### src/rtl/tcc_params.svh
`ifndef TCC_PARAMS_SVH
`define TCC_PARAMS_SVH

// register byte offsets on the apb bus
`define TCC_OFF_CONTROL    12'h000
`define TCC_OFF_MODE       12'h004
`define TCC_OFF_SYNC       12'h008
`define TCC_OFF_STATUS     12'h00C

// counter_control field positions
`define TCC_CLR_MSB        7
`define TCC_CLR_LSB        5
`define TCC_EDGE_MSB       4
`define TCC_EDGE_LSB       3
`define TCC_EDGE_BOTH_BIT  4
`define TCC_PSC_MSB        2
`define TCC_PSC_LSB        0
`define TCC_CONTROL_RESET  8'h00

// channel mode register fields
`define TCC_MODE_PHASE_BIT 0
`define TCC_MODE_BUFC_BIT  1
`define TCC_MODE_BUFD_BIT  2
`define TCC_MODE_RESET     3'h0

// synchro register field
`define TCC_SYNC_BIT       0
`define TCC_SYNC_RESET     1'b0

// status register fields
`define TCC_STAT_INC_BIT   0
`define TCC_STAT_CLR_BIT   1
`define TCC_STAT_LVL_BIT   2
`define TCC_STAT_RUN_BIT   3

// prescaler taps: bit n of the free counter toggles every 2^n clocks
`define TCC_TAP4_BIT       1
`define TCC_TAP16_BIT      3
`define TCC_TAP64_BIT      5
`define TCC_PSC_WIDTH      6

`endif

### src/rtl/tcc_pkg.sv
package tcc_pkg;

    typedef enum logic [2:0] {
        TCC_CLR_NONE0 = 3'h0,
        TCC_CLR_A     = 3'h1,
        TCC_CLR_B     = 3'h2,
        TCC_CLR_SYNC0 = 3'h3,
        TCC_CLR_NONE1 = 3'h4,
        TCC_CLR_C     = 3'h5,
        TCC_CLR_D     = 3'h6,
        TCC_CLR_SYNC1 = 3'h7
    } tcc_clear_t;

    typedef enum logic [1:0] {
        TCC_EDGE_RISE  = 2'h0,
        TCC_EDGE_FALL  = 2'h1,
        TCC_EDGE_BOTH0 = 2'h2,
        TCC_EDGE_BOTH1 = 2'h3
    } tcc_edge_t;

    typedef enum logic [2:0] {
        TCC_PSC_DIV1  = 3'h0,
        TCC_PSC_DIV4  = 3'h1,
        TCC_PSC_DIV16 = 3'h2,
        TCC_PSC_DIV64 = 3'h3,
        TCC_PSC_EXTA  = 3'h4,
        TCC_PSC_EXTB  = 3'h5,
        TCC_PSC_EXTC  = 3'h6,
        TCC_PSC_EXTD  = 3'h7
    } tcc_psc_t;

endpackage

### src/rtl/tcc_timer_clock_clear.sv
// What this block does
// - bits 7 to 5 of counter_control are a read/write clear-source field, all reset to zero.
// - edge field code 00 counts rising edges, 01 falling edges, 1x both edges.
// - counting both edges halves the period, so the quarter tap acts like a half-rate clock.
// - in phase counting mode the edge field is ignored and only phase steps advance the counter.
// - edge selection on an internal prescaled clock applies only to the quarter tap or slower.
// - with the undivided clock and rising edge selected the counter advances every system clock.
// - bits 2 to 0 are a read/write prescaler field, held independently by this channel.
// - clear codes 000 and 100 disable counter clearing, 000 being the reset state.
// - code 001 clears on a match or capture of register a, code 010 on register b.
// - code 101 clears on a match or capture of register c, code 110 on register d.
// - codes 011 and 111 clear when another synchronously operating channel clears.
// - synchronous clearing applies only when this channel's synchro bit is one.
// - a c or d register used as a buffer gives no match or capture and never clears.
// - prescaler codes 000 to 011 pick clock / 1, 4, 16, 64; codes 100 to 111 pick pins a to d.
`include "tcc_params.svh"

module tcc_timer_clock_clear
    import tcc_pkg::*;
#(
    parameter int ADDR_WIDTH = 12
) (
    input  wire logic                  pclk,
    input  wire logic                  presetn,
    input  wire logic                  psel,
    input  wire logic                  penable,
    input  wire logic                  pwrite,
    input  wire logic [ADDR_WIDTH-1:0] paddr,
    input  wire logic [31:0]           pwdata,
    input  wire logic [3:0]            pstrb,
    output logic      [31:0]           prdata,
    output logic                       pready,
    output logic                       pslverr,
    input  wire logic                  ext_clock_pin_a,
    input  wire logic                  ext_clock_pin_b,
    input  wire logic                  ext_clock_pin_c,
    input  wire logic                  ext_clock_pin_d,
    input  wire logic                  counter_run,
    input  wire logic                  phase_step,
    input  wire logic                  match_a,
    input  wire logic                  match_b,
    input  wire logic                  match_c,
    input  wire logic                  match_d,
    input  wire logic                  sync_clear_in,
    output logic                       count_inc,
    output logic                       count_clear,
    output logic                       sync_clear_out
);

    logic [7:0]                counter_control_reg;
    logic [2:0]                channel_mode_reg;
    logic                      sync_enable_reg;
    logic [`TCC_PSC_WIDTH-1:0] div_cnt_reg;
    logic [3:0]                pin_meta_reg;
    logic [3:0]                pin_sync_reg;
    logic                      src_prev_reg;
    logic                      count_inc_reg;
    logic                      count_clear_reg;
    logic [31:0]               prdata_reg;
    logic                      pslverr_reg;
    logic                      count_inc_next;
    logic                      count_clear_next;
    logic                      src_level;
    logic                      setup_phase;
    logic                      wr_access;
    logic                      addr_hit;
    logic [31:0]               rd_value;
    tcc_clear_t                clear_sel;
    tcc_edge_t                 edge_sel;
    tcc_psc_t                  psc_sel;

    assign clear_sel = tcc_clear_t'(counter_control_reg[`TCC_CLR_MSB:`TCC_CLR_LSB]);
    assign edge_sel  = tcc_edge_t'(counter_control_reg[`TCC_EDGE_MSB:`TCC_EDGE_LSB]);
    assign psc_sel   = tcc_psc_t'(counter_control_reg[`TCC_PSC_MSB:`TCC_PSC_LSB]);

    // level of the selected counting source
    function automatic logic pick_source(
        input tcc_psc_t                  sel,
        input logic [`TCC_PSC_WIDTH-1:0] taps,
        input logic [3:0]                pins
    );
        logic lvl;
        lvl = 1'b0;
        unique case (sel)
            TCC_PSC_DIV1:  lvl = 1'b1;
            TCC_PSC_DIV4:  lvl = taps[`TCC_TAP4_BIT];
            TCC_PSC_DIV16: lvl = taps[`TCC_TAP16_BIT];
            TCC_PSC_DIV64: lvl = taps[`TCC_TAP64_BIT];
            TCC_PSC_EXTA:  lvl = pins[0];
            TCC_PSC_EXTB:  lvl = pins[1];
            TCC_PSC_EXTC:  lvl = pins[2];
            TCC_PSC_EXTD:  lvl = pins[3];
        endcase
        return lvl;
    endfunction

    // edge detection against the previous level
    function automatic logic edge_hit(
        input tcc_edge_t sel,
        input logic      prev,
        input logic      cur
    );
        logic hit;
        hit = 1'b0;
        unique case (sel)
            TCC_EDGE_RISE:  hit = cur & ~prev;
            TCC_EDGE_FALL:  hit = prev & ~cur;
            TCC_EDGE_BOTH0: hit = cur ^ prev;
            TCC_EDGE_BOTH1: hit = cur ^ prev;
        endcase
        return hit;
    endfunction

    // clear request for a given clear code
    function automatic logic clear_hit(
        input tcc_clear_t sel,
        input logic       ma,
        input logic       mb,
        input logic       mc,
        input logic       md,
        input logic       sync_ok
    );
        logic hit;
        hit = 1'b0;
        unique case (sel)
            TCC_CLR_NONE0: hit = 1'b0;
            TCC_CLR_NONE1: hit = 1'b0;
            TCC_CLR_A:     hit = ma;
            TCC_CLR_B:     hit = mb;
            TCC_CLR_C:     hit = mc;
            TCC_CLR_D:     hit = md;
            TCC_CLR_SYNC0: hit = sync_ok;
            TCC_CLR_SYNC1: hit = sync_ok;
        endcase
        return hit;
    endfunction

    // free-running prescaler, taps give the divided clocks
    always_ff @(posedge pclk or negedge presetn)
    begin
        if (!presetn)
        begin
            div_cnt_reg <= '0;
        end
        else
        begin
            div_cnt_reg <= div_cnt_reg + 1'b1;
        end
    end

    // two-stage synchroniser for the external clock pins
    always_ff @(posedge pclk or negedge presetn)
    begin
        if (!presetn)
        begin
            pin_meta_reg <= 4'h0;
            pin_sync_reg <= 4'h0;
        end
        else
        begin
            pin_meta_reg <= {ext_clock_pin_d, ext_clock_pin_c, ext_clock_pin_b, ext_clock_pin_a};
            pin_sync_reg <= pin_meta_reg;
        end
    end

    assign src_level = pick_source(psc_sel, div_cnt_reg, pin_sync_reg);

    always_ff @(posedge pclk or negedge presetn)
    begin
        if (!presetn)
        begin
            src_prev_reg <= 1'b0;
        end
        else
        begin
            src_prev_reg <= src_level;
        end
    end

    // increment decision; both-edge counting on a tap of period p gives a step every p/2 clocks
    always_comb
    begin
        count_inc_next = 1'b0;
        if (counter_run)
        begin
            if (channel_mode_reg[`TCC_MODE_PHASE_BIT])
            begin
                count_inc_next = phase_step;
            end
            else if (psc_sel == TCC_PSC_DIV1)
            begin
                count_inc_next = 1'b1;
            end
            else
            begin
                count_inc_next = edge_hit(edge_sel, src_prev_reg, src_level);
            end
        end
    end

    // clear decision; buffered c or d registers are masked before the decode
    always_comb
    begin
        count_clear_next = clear_hit(
            clear_sel,
            match_a,
            match_b,
            match_c & ~channel_mode_reg[`TCC_MODE_BUFC_BIT],
            match_d & ~channel_mode_reg[`TCC_MODE_BUFD_BIT],
            sync_clear_in & sync_enable_reg
        );
    end

    always_ff @(posedge pclk or negedge presetn)
    begin
        if (!presetn)
        begin
            count_inc_reg   <= 1'b0;
            count_clear_reg <= 1'b0;
        end
        else
        begin
            count_inc_reg   <= count_inc_next;
            count_clear_reg <= count_clear_next;
        end
    end

    assign count_inc   = count_inc_reg;
    assign count_clear = count_clear_reg;
    // a following channel only sees our clear when we take part in sync; registered, so no loop
    // sync bit gates
    assign sync_clear_out = count_clear_reg & sync_enable_reg;

    // apb decode: one wait-free access, answer computed in the setup cycle
    assign setup_phase = psel & ~penable;
    assign wr_access   = psel & penable & pwrite;
    assign addr_hit    = (paddr == `TCC_OFF_CONTROL) || (paddr == `TCC_OFF_MODE) ||
                         (paddr == `TCC_OFF_SYNC) || (paddr == `TCC_OFF_STATUS);

    // writes are taken even while counting; keeping the counter stopped is software's job
    // control register write
    always_ff @(posedge pclk or negedge presetn)
    begin
        if (!presetn)
        begin
            counter_control_reg <= `TCC_CONTROL_RESET;
        end
        else if (wr_access && pstrb[0] && paddr == `TCC_OFF_CONTROL)
        begin
            counter_control_reg <= pwdata[7:0];
        end
    end

    always_ff @(posedge pclk or negedge presetn)
    begin
        if (!presetn)
        begin
            channel_mode_reg <= `TCC_MODE_RESET;
        end
        else if (wr_access && pstrb[0] && paddr == `TCC_OFF_MODE)
        begin
            channel_mode_reg <= pwdata[2:0];
        end
    end

    always_ff @(posedge pclk or negedge presetn)
    begin
        if (!presetn)
        begin
            sync_enable_reg <= `TCC_SYNC_RESET;
        end
        else if (wr_access && pstrb[0] && paddr == `TCC_OFF_SYNC)
        begin
            sync_enable_reg <= pwdata[`TCC_SYNC_BIT];
        end
    end

    always_comb
    begin
        rd_value = 32'h0000_0000;
        unique case (paddr)
            `TCC_OFF_CONTROL: rd_value[7:0] = counter_control_reg;
            `TCC_OFF_MODE:    rd_value[2:0] = channel_mode_reg;
            `TCC_OFF_SYNC:    rd_value[`TCC_SYNC_BIT] = sync_enable_reg;
            `TCC_OFF_STATUS:
            begin
                rd_value[`TCC_STAT_INC_BIT] = count_inc_reg;
                rd_value[`TCC_STAT_CLR_BIT] = count_clear_reg;
                rd_value[`TCC_STAT_LVL_BIT] = src_level;
                rd_value[`TCC_STAT_RUN_BIT] = counter_run;
            end
            default:          rd_value = 32'h0000_0000;
        endcase
    end

    // read data and error latched in the setup cycle so both come from flops
    always_ff @(posedge pclk or negedge presetn)
    begin
        if (!presetn)
        begin
            prdata_reg  <= 32'h0000_0000;
            pslverr_reg <= 1'b0;
        end
        else if (setup_phase)
        begin
            prdata_reg  <= pwrite ? 32'h0000_0000 : rd_value;
            pslverr_reg <= ~addr_hit;
        end
    end

    assign prdata  = prdata_reg;
    assign pslverr = pslverr_reg & psel & penable;
    assign pready  = psel & penable;

endmodule // tcc_timer_clock_clear

### config.mk
export PLATFORM = sky130hd
export DESIGN_NAME = tcc_timer_clock_clear
export DESIGN_NICKNAME = d
export VERILOG_FILES = /design/src/rtl/tcc_pkg.sv /design/src/rtl/tcc_timer_clock_clear.sv
export VERILOG_INCLUDE_DIRS = /design/src /design/src/rtl
export SDC_FILE = /design/constraint.sdc
export NUM_CORES = 1
export LEC_CHECK = 0
export ABC_AREA = 1
export ABC_CLOCK_PERIOD_IN_PS = 2000
export BUFFER_PORTS_ARGS = -buffer_cell sky130_fd_sc_hd__buf_2
export CAP_MARGIN = 20
export CORE_ASPECT_RATIO = 0.8
export CORE_MARGIN = 1.5
export CORE_UTILIZATION = 45
export CTS_CLUSTER_DIAMETER = 150
export DETAILED_ROUTE_END_ITERATION = 8
export PLACE_DENSITY_LB_ADDON = 0.15
export SETUP_SLACK_MARGIN = 0.02
export SYNTH_ARGS = -nofsm -noshare
export SYNTH_HDL_FRONTEND = slang
export SYNTH_SLANG_ARGS = --single-unit
### constraint.sdc
create_clock -name pclk -period 2 [get_ports pclk]
set_input_delay 0.2 -clock pclk [delete_from_list [all_inputs] [get_ports pclk]]
set_output_delay 0.2 -clock pclk [all_outputs]
set_load 0.02 [all_outputs]
==> summary.txt <==
Global routing
  • Global-route wire length before repair: 6640 µm
  • GRT overflow: 0
  • All-Layer GR Usage: 0.175
  • Largest net degree at the start of global routing: 39
  • Antenna violations before repair: 0
  • Vias in the first global route: between 1000 and 1500

Synthesis
  • Top cell type's share of synthesized area: 0.480
  • Synth Register Bits: 38
  • Avg Cell Area, Syn: 8.73 µm²
  • Register area share after synthesis: 0.480
  • Cell variety after synth: 28
  • Yosys warnings: 0
  • Yosys top cell by area: dfrtp_1
  • Cell count after synthesis: approximately 230
  • Syn Std Cell Area: 0.00198 mm²
  • Largest cells by area after synthesis: dfrtp_1, buf_4, nand2_1

Critical path
  • Path depth of the worst reg2reg path: 9
  • Crit path cell chain: inv_1 > nand2_1 > nand3_1 > nor2_1 > nor2_2 > ha_1 > o22ai_1 > nor2_1 > a21oi_1
  • Reg-to-Reg Start: counter_control_reg[1]
  • Critical Path Slowest Stage Cell: dfrtp_1
  • Setup CP Type: flip-flop to flip-flop
  • Critical path depth: 9
  • Critical R2R Capture: count_inc
  • Critical Path Sink: count_inc
  • CP delay by family, top: simple AND/OR/NAND/NOR gates
  • R2r setup slk: roughly 0.31 ns
  • Crit path max fanout: 5
  • Most used cell, CP: nor2_1
  • Critical path data required time: 2.22 ns
  • Worst stage delay on the critical path: approximately 0.45 ns
  • Crit path DAT: 1.90 ns
  • Worst path buffer plus inverter count: 1
  • CP Launch Type: flip-flop
  • Endpoint type of the worst setup path: flip-flop
  • CP Launch Point: counter_control_reg[1]

Clock network
  • Clk_lat worst skew: approximately 0.28 ns
  • Root Driver: clkbuf_8
  • Setup Buffers After CTS: 0
  • TritonCTS buffer count: 5
  • Clk buf depth: 2
  • CTS sink cnt: 38
  • TritonCTS clock tree: yes
  • Reg clk slew, reported paths: 0.08 ns
  • H-tree level count: 2

Final layout
  • Reg area: 951 µm²
  • Fillers: 428
  • Area Overhead vs Synth: 17.6%
  • Number of antenna diodes: 0
  • Leading cell type in the layout, fill and taps excluded: buf_2
  • Fraction of layout cells with a size suffix above 1: 0.246
  • Commonest non-fill, non-tap cells in the layout: buf_2, nand2_1, dfrtp_1
  • Multi-input gate area: 807 µm²
  • Post-Route Utilization: 0.554
  • Layout Nets: 347

STA
  • Slew Limit Fails: 0
  • Worst Skew: ~0.0054 ns
  • FMAX: about 590 MHz
  • RSZ-0062 raised after global routing: false
  • Tcrit/Tclk final: 0.843
  • Final hold vios: 0
  • Relative slew slack: 0.448
  • Post-route setup TNS: 0 ns
  • Setup violators final: 0
  • Worst slew pin tran: a little over 0.8 ns
  • Period minus WS final: 1.69 ns
  • Final worst slack: 0.315 ns

Die
  • Num rows: 21
  • Die width: 77.2 µm
  • Full die area: 0.00481 mm²
  • Die Ht: 62.3 µm
  • Initial Util: 0.471
  • Core Area: about 0.0042 mm²
  • Io pins: about 100

Min path
  • Hold WC Path Type: input pin to asynchronous set/reset pin

Routing
  • Drc violations: 0
  • Number of detailed-route iterations in the first pass: 4
  • Vias: 1525
  • Wirelength per Cell: 10.9 µm
  • Routed Antenna Nets: 0
  • DR vias/cell: 4.51
  • Routed Wire Length: 3680 µm
  • Initial DRC count: 36

Placed design
  • Setup slack at placement: 0.248 ns
  • Port bufs: 49
  • Dpl hpwl: 2760 µm
  • Final RePlAce weighted congestion: 0.815

Pwr
  • Leakage: around 1.3 nW
  • Worst VDD drop: between 300 and 400 µV
  • Pwr Density: 738 mW/mm²

Status
  • Status: finished clean

Job
  • # Max-Cap Violations: 0
==> report_power, final <==
part           internal, mW  total [mW]  switching (mW)
registers             0.781       0.787         0.00566
logic                0.0460       0.152           0.107
clock network         0.500       0.779           0.280
==> cells in the mapped netlist, drive strengths merged <==
library cell / n
nand4: 1
xor2: 1
conb: 1
nand2: 47
nand3b: 1
clkbuf: 2
o31ai: 4
xnor2: 3
nand3: 25
ha: 3
inv: 26
o211ai: 1
dfrtp: 38
o21ai: 17
or2: 1
a21oi: 5
nor2: 23
buf: 26
o22ai: 1
a31oi: 1
==> stage by stage <==
| step | hold WS [ns] | instance area, µm² | cells | power [mW] |
|---|---|---|---|---|
| after global routing | -0.00252 | 2330 | 338 | 1.79 |
| after floorplan | -0.0956 | 2070 | 250 | 0.920 |
| final | 0.0116 | 2330 | 338 | 1.72 |
| after detailed placement | 0.311 | 2170 | 328 | 0.953 |
| after global placement | 0.307 | 2170 | 328 | 0.951 |
| after CTS | 0.0137 | 2310 | 336 | 1.73 |
==> metal layers <==
layer,track usage,wire (µm),vias to the layer above
met4,0.0545,34,0
met1,0.260,1880,684
met5,0,0,-
li1,-,-,775
met3,0.0397,245,2
met2,0.252,1530,64
==> final cells by class <==
cell class,instances,area share
repair buffers,51,0.114
clock buffers,5,0.0295
inverters,26,0.0419
flip-flops and latches,38,0.408
well taps,57,0.0306
clock inverters,3,0.0295
multi-input cells,158,0.346
==> cell families (layout without fill, tap and decap cells) <==
family | after synthesis | after routing | synth area share
AOI/OAI and AO/OA | 29 | 29 | 0.0847
xor gates and xnor gates | 4 | 4 | 0.0177
adders and majority gates | 3 | 3 | 0.0190
buffers and inverters | 54 | 85 | 0.157
DFF | 38 | 38 | 0.480
other | 1 | 24 | 0.00189
and+or+nand+nor | 98 | 98 | 0.239
==> timing repair <==
item	in CTS	in global routing
endpoints found under the hold margin	0	2
gates resized for setup	0	1
hold buffers	0	2
endpoints found under the setup margin	0	1
==> worst min-delay path by stage <==
stage | start | end | slack (ns) | depth (start not counted)
final | presetn | div_cnt_reg[2] | 0.01 | 1
after global routing | ext_clock_pin_c | pin_meta_reg[2] | -0.003 | 1
after CTS | ext_clock_pin_d | pin_meta_reg[3] | 0.01 | 1
after detailed placement | ext_clock_pin_d | pin_meta_reg[3] | 0.31 | 1
after global placement | ext_clock_pin_d | pin_meta_reg[3] | 0.31 | 1
after floorplan | presetn | channel_mode_reg[0] | -0.1 | 0
==> worst reg2reg max path, stage by stage, from the launching register on <==
cell	delay, ns
dfrtp_1	0.45
inv_1	0.17
nand2_1	0.10
nand3_1	0.07
nor2_1	0.05
nor2_2	0.18
ha_1	0.26
o22ai_1	0.18
nor2_1	0.06
a21oi_1	0.11
(Power assumes the default switching activity.)
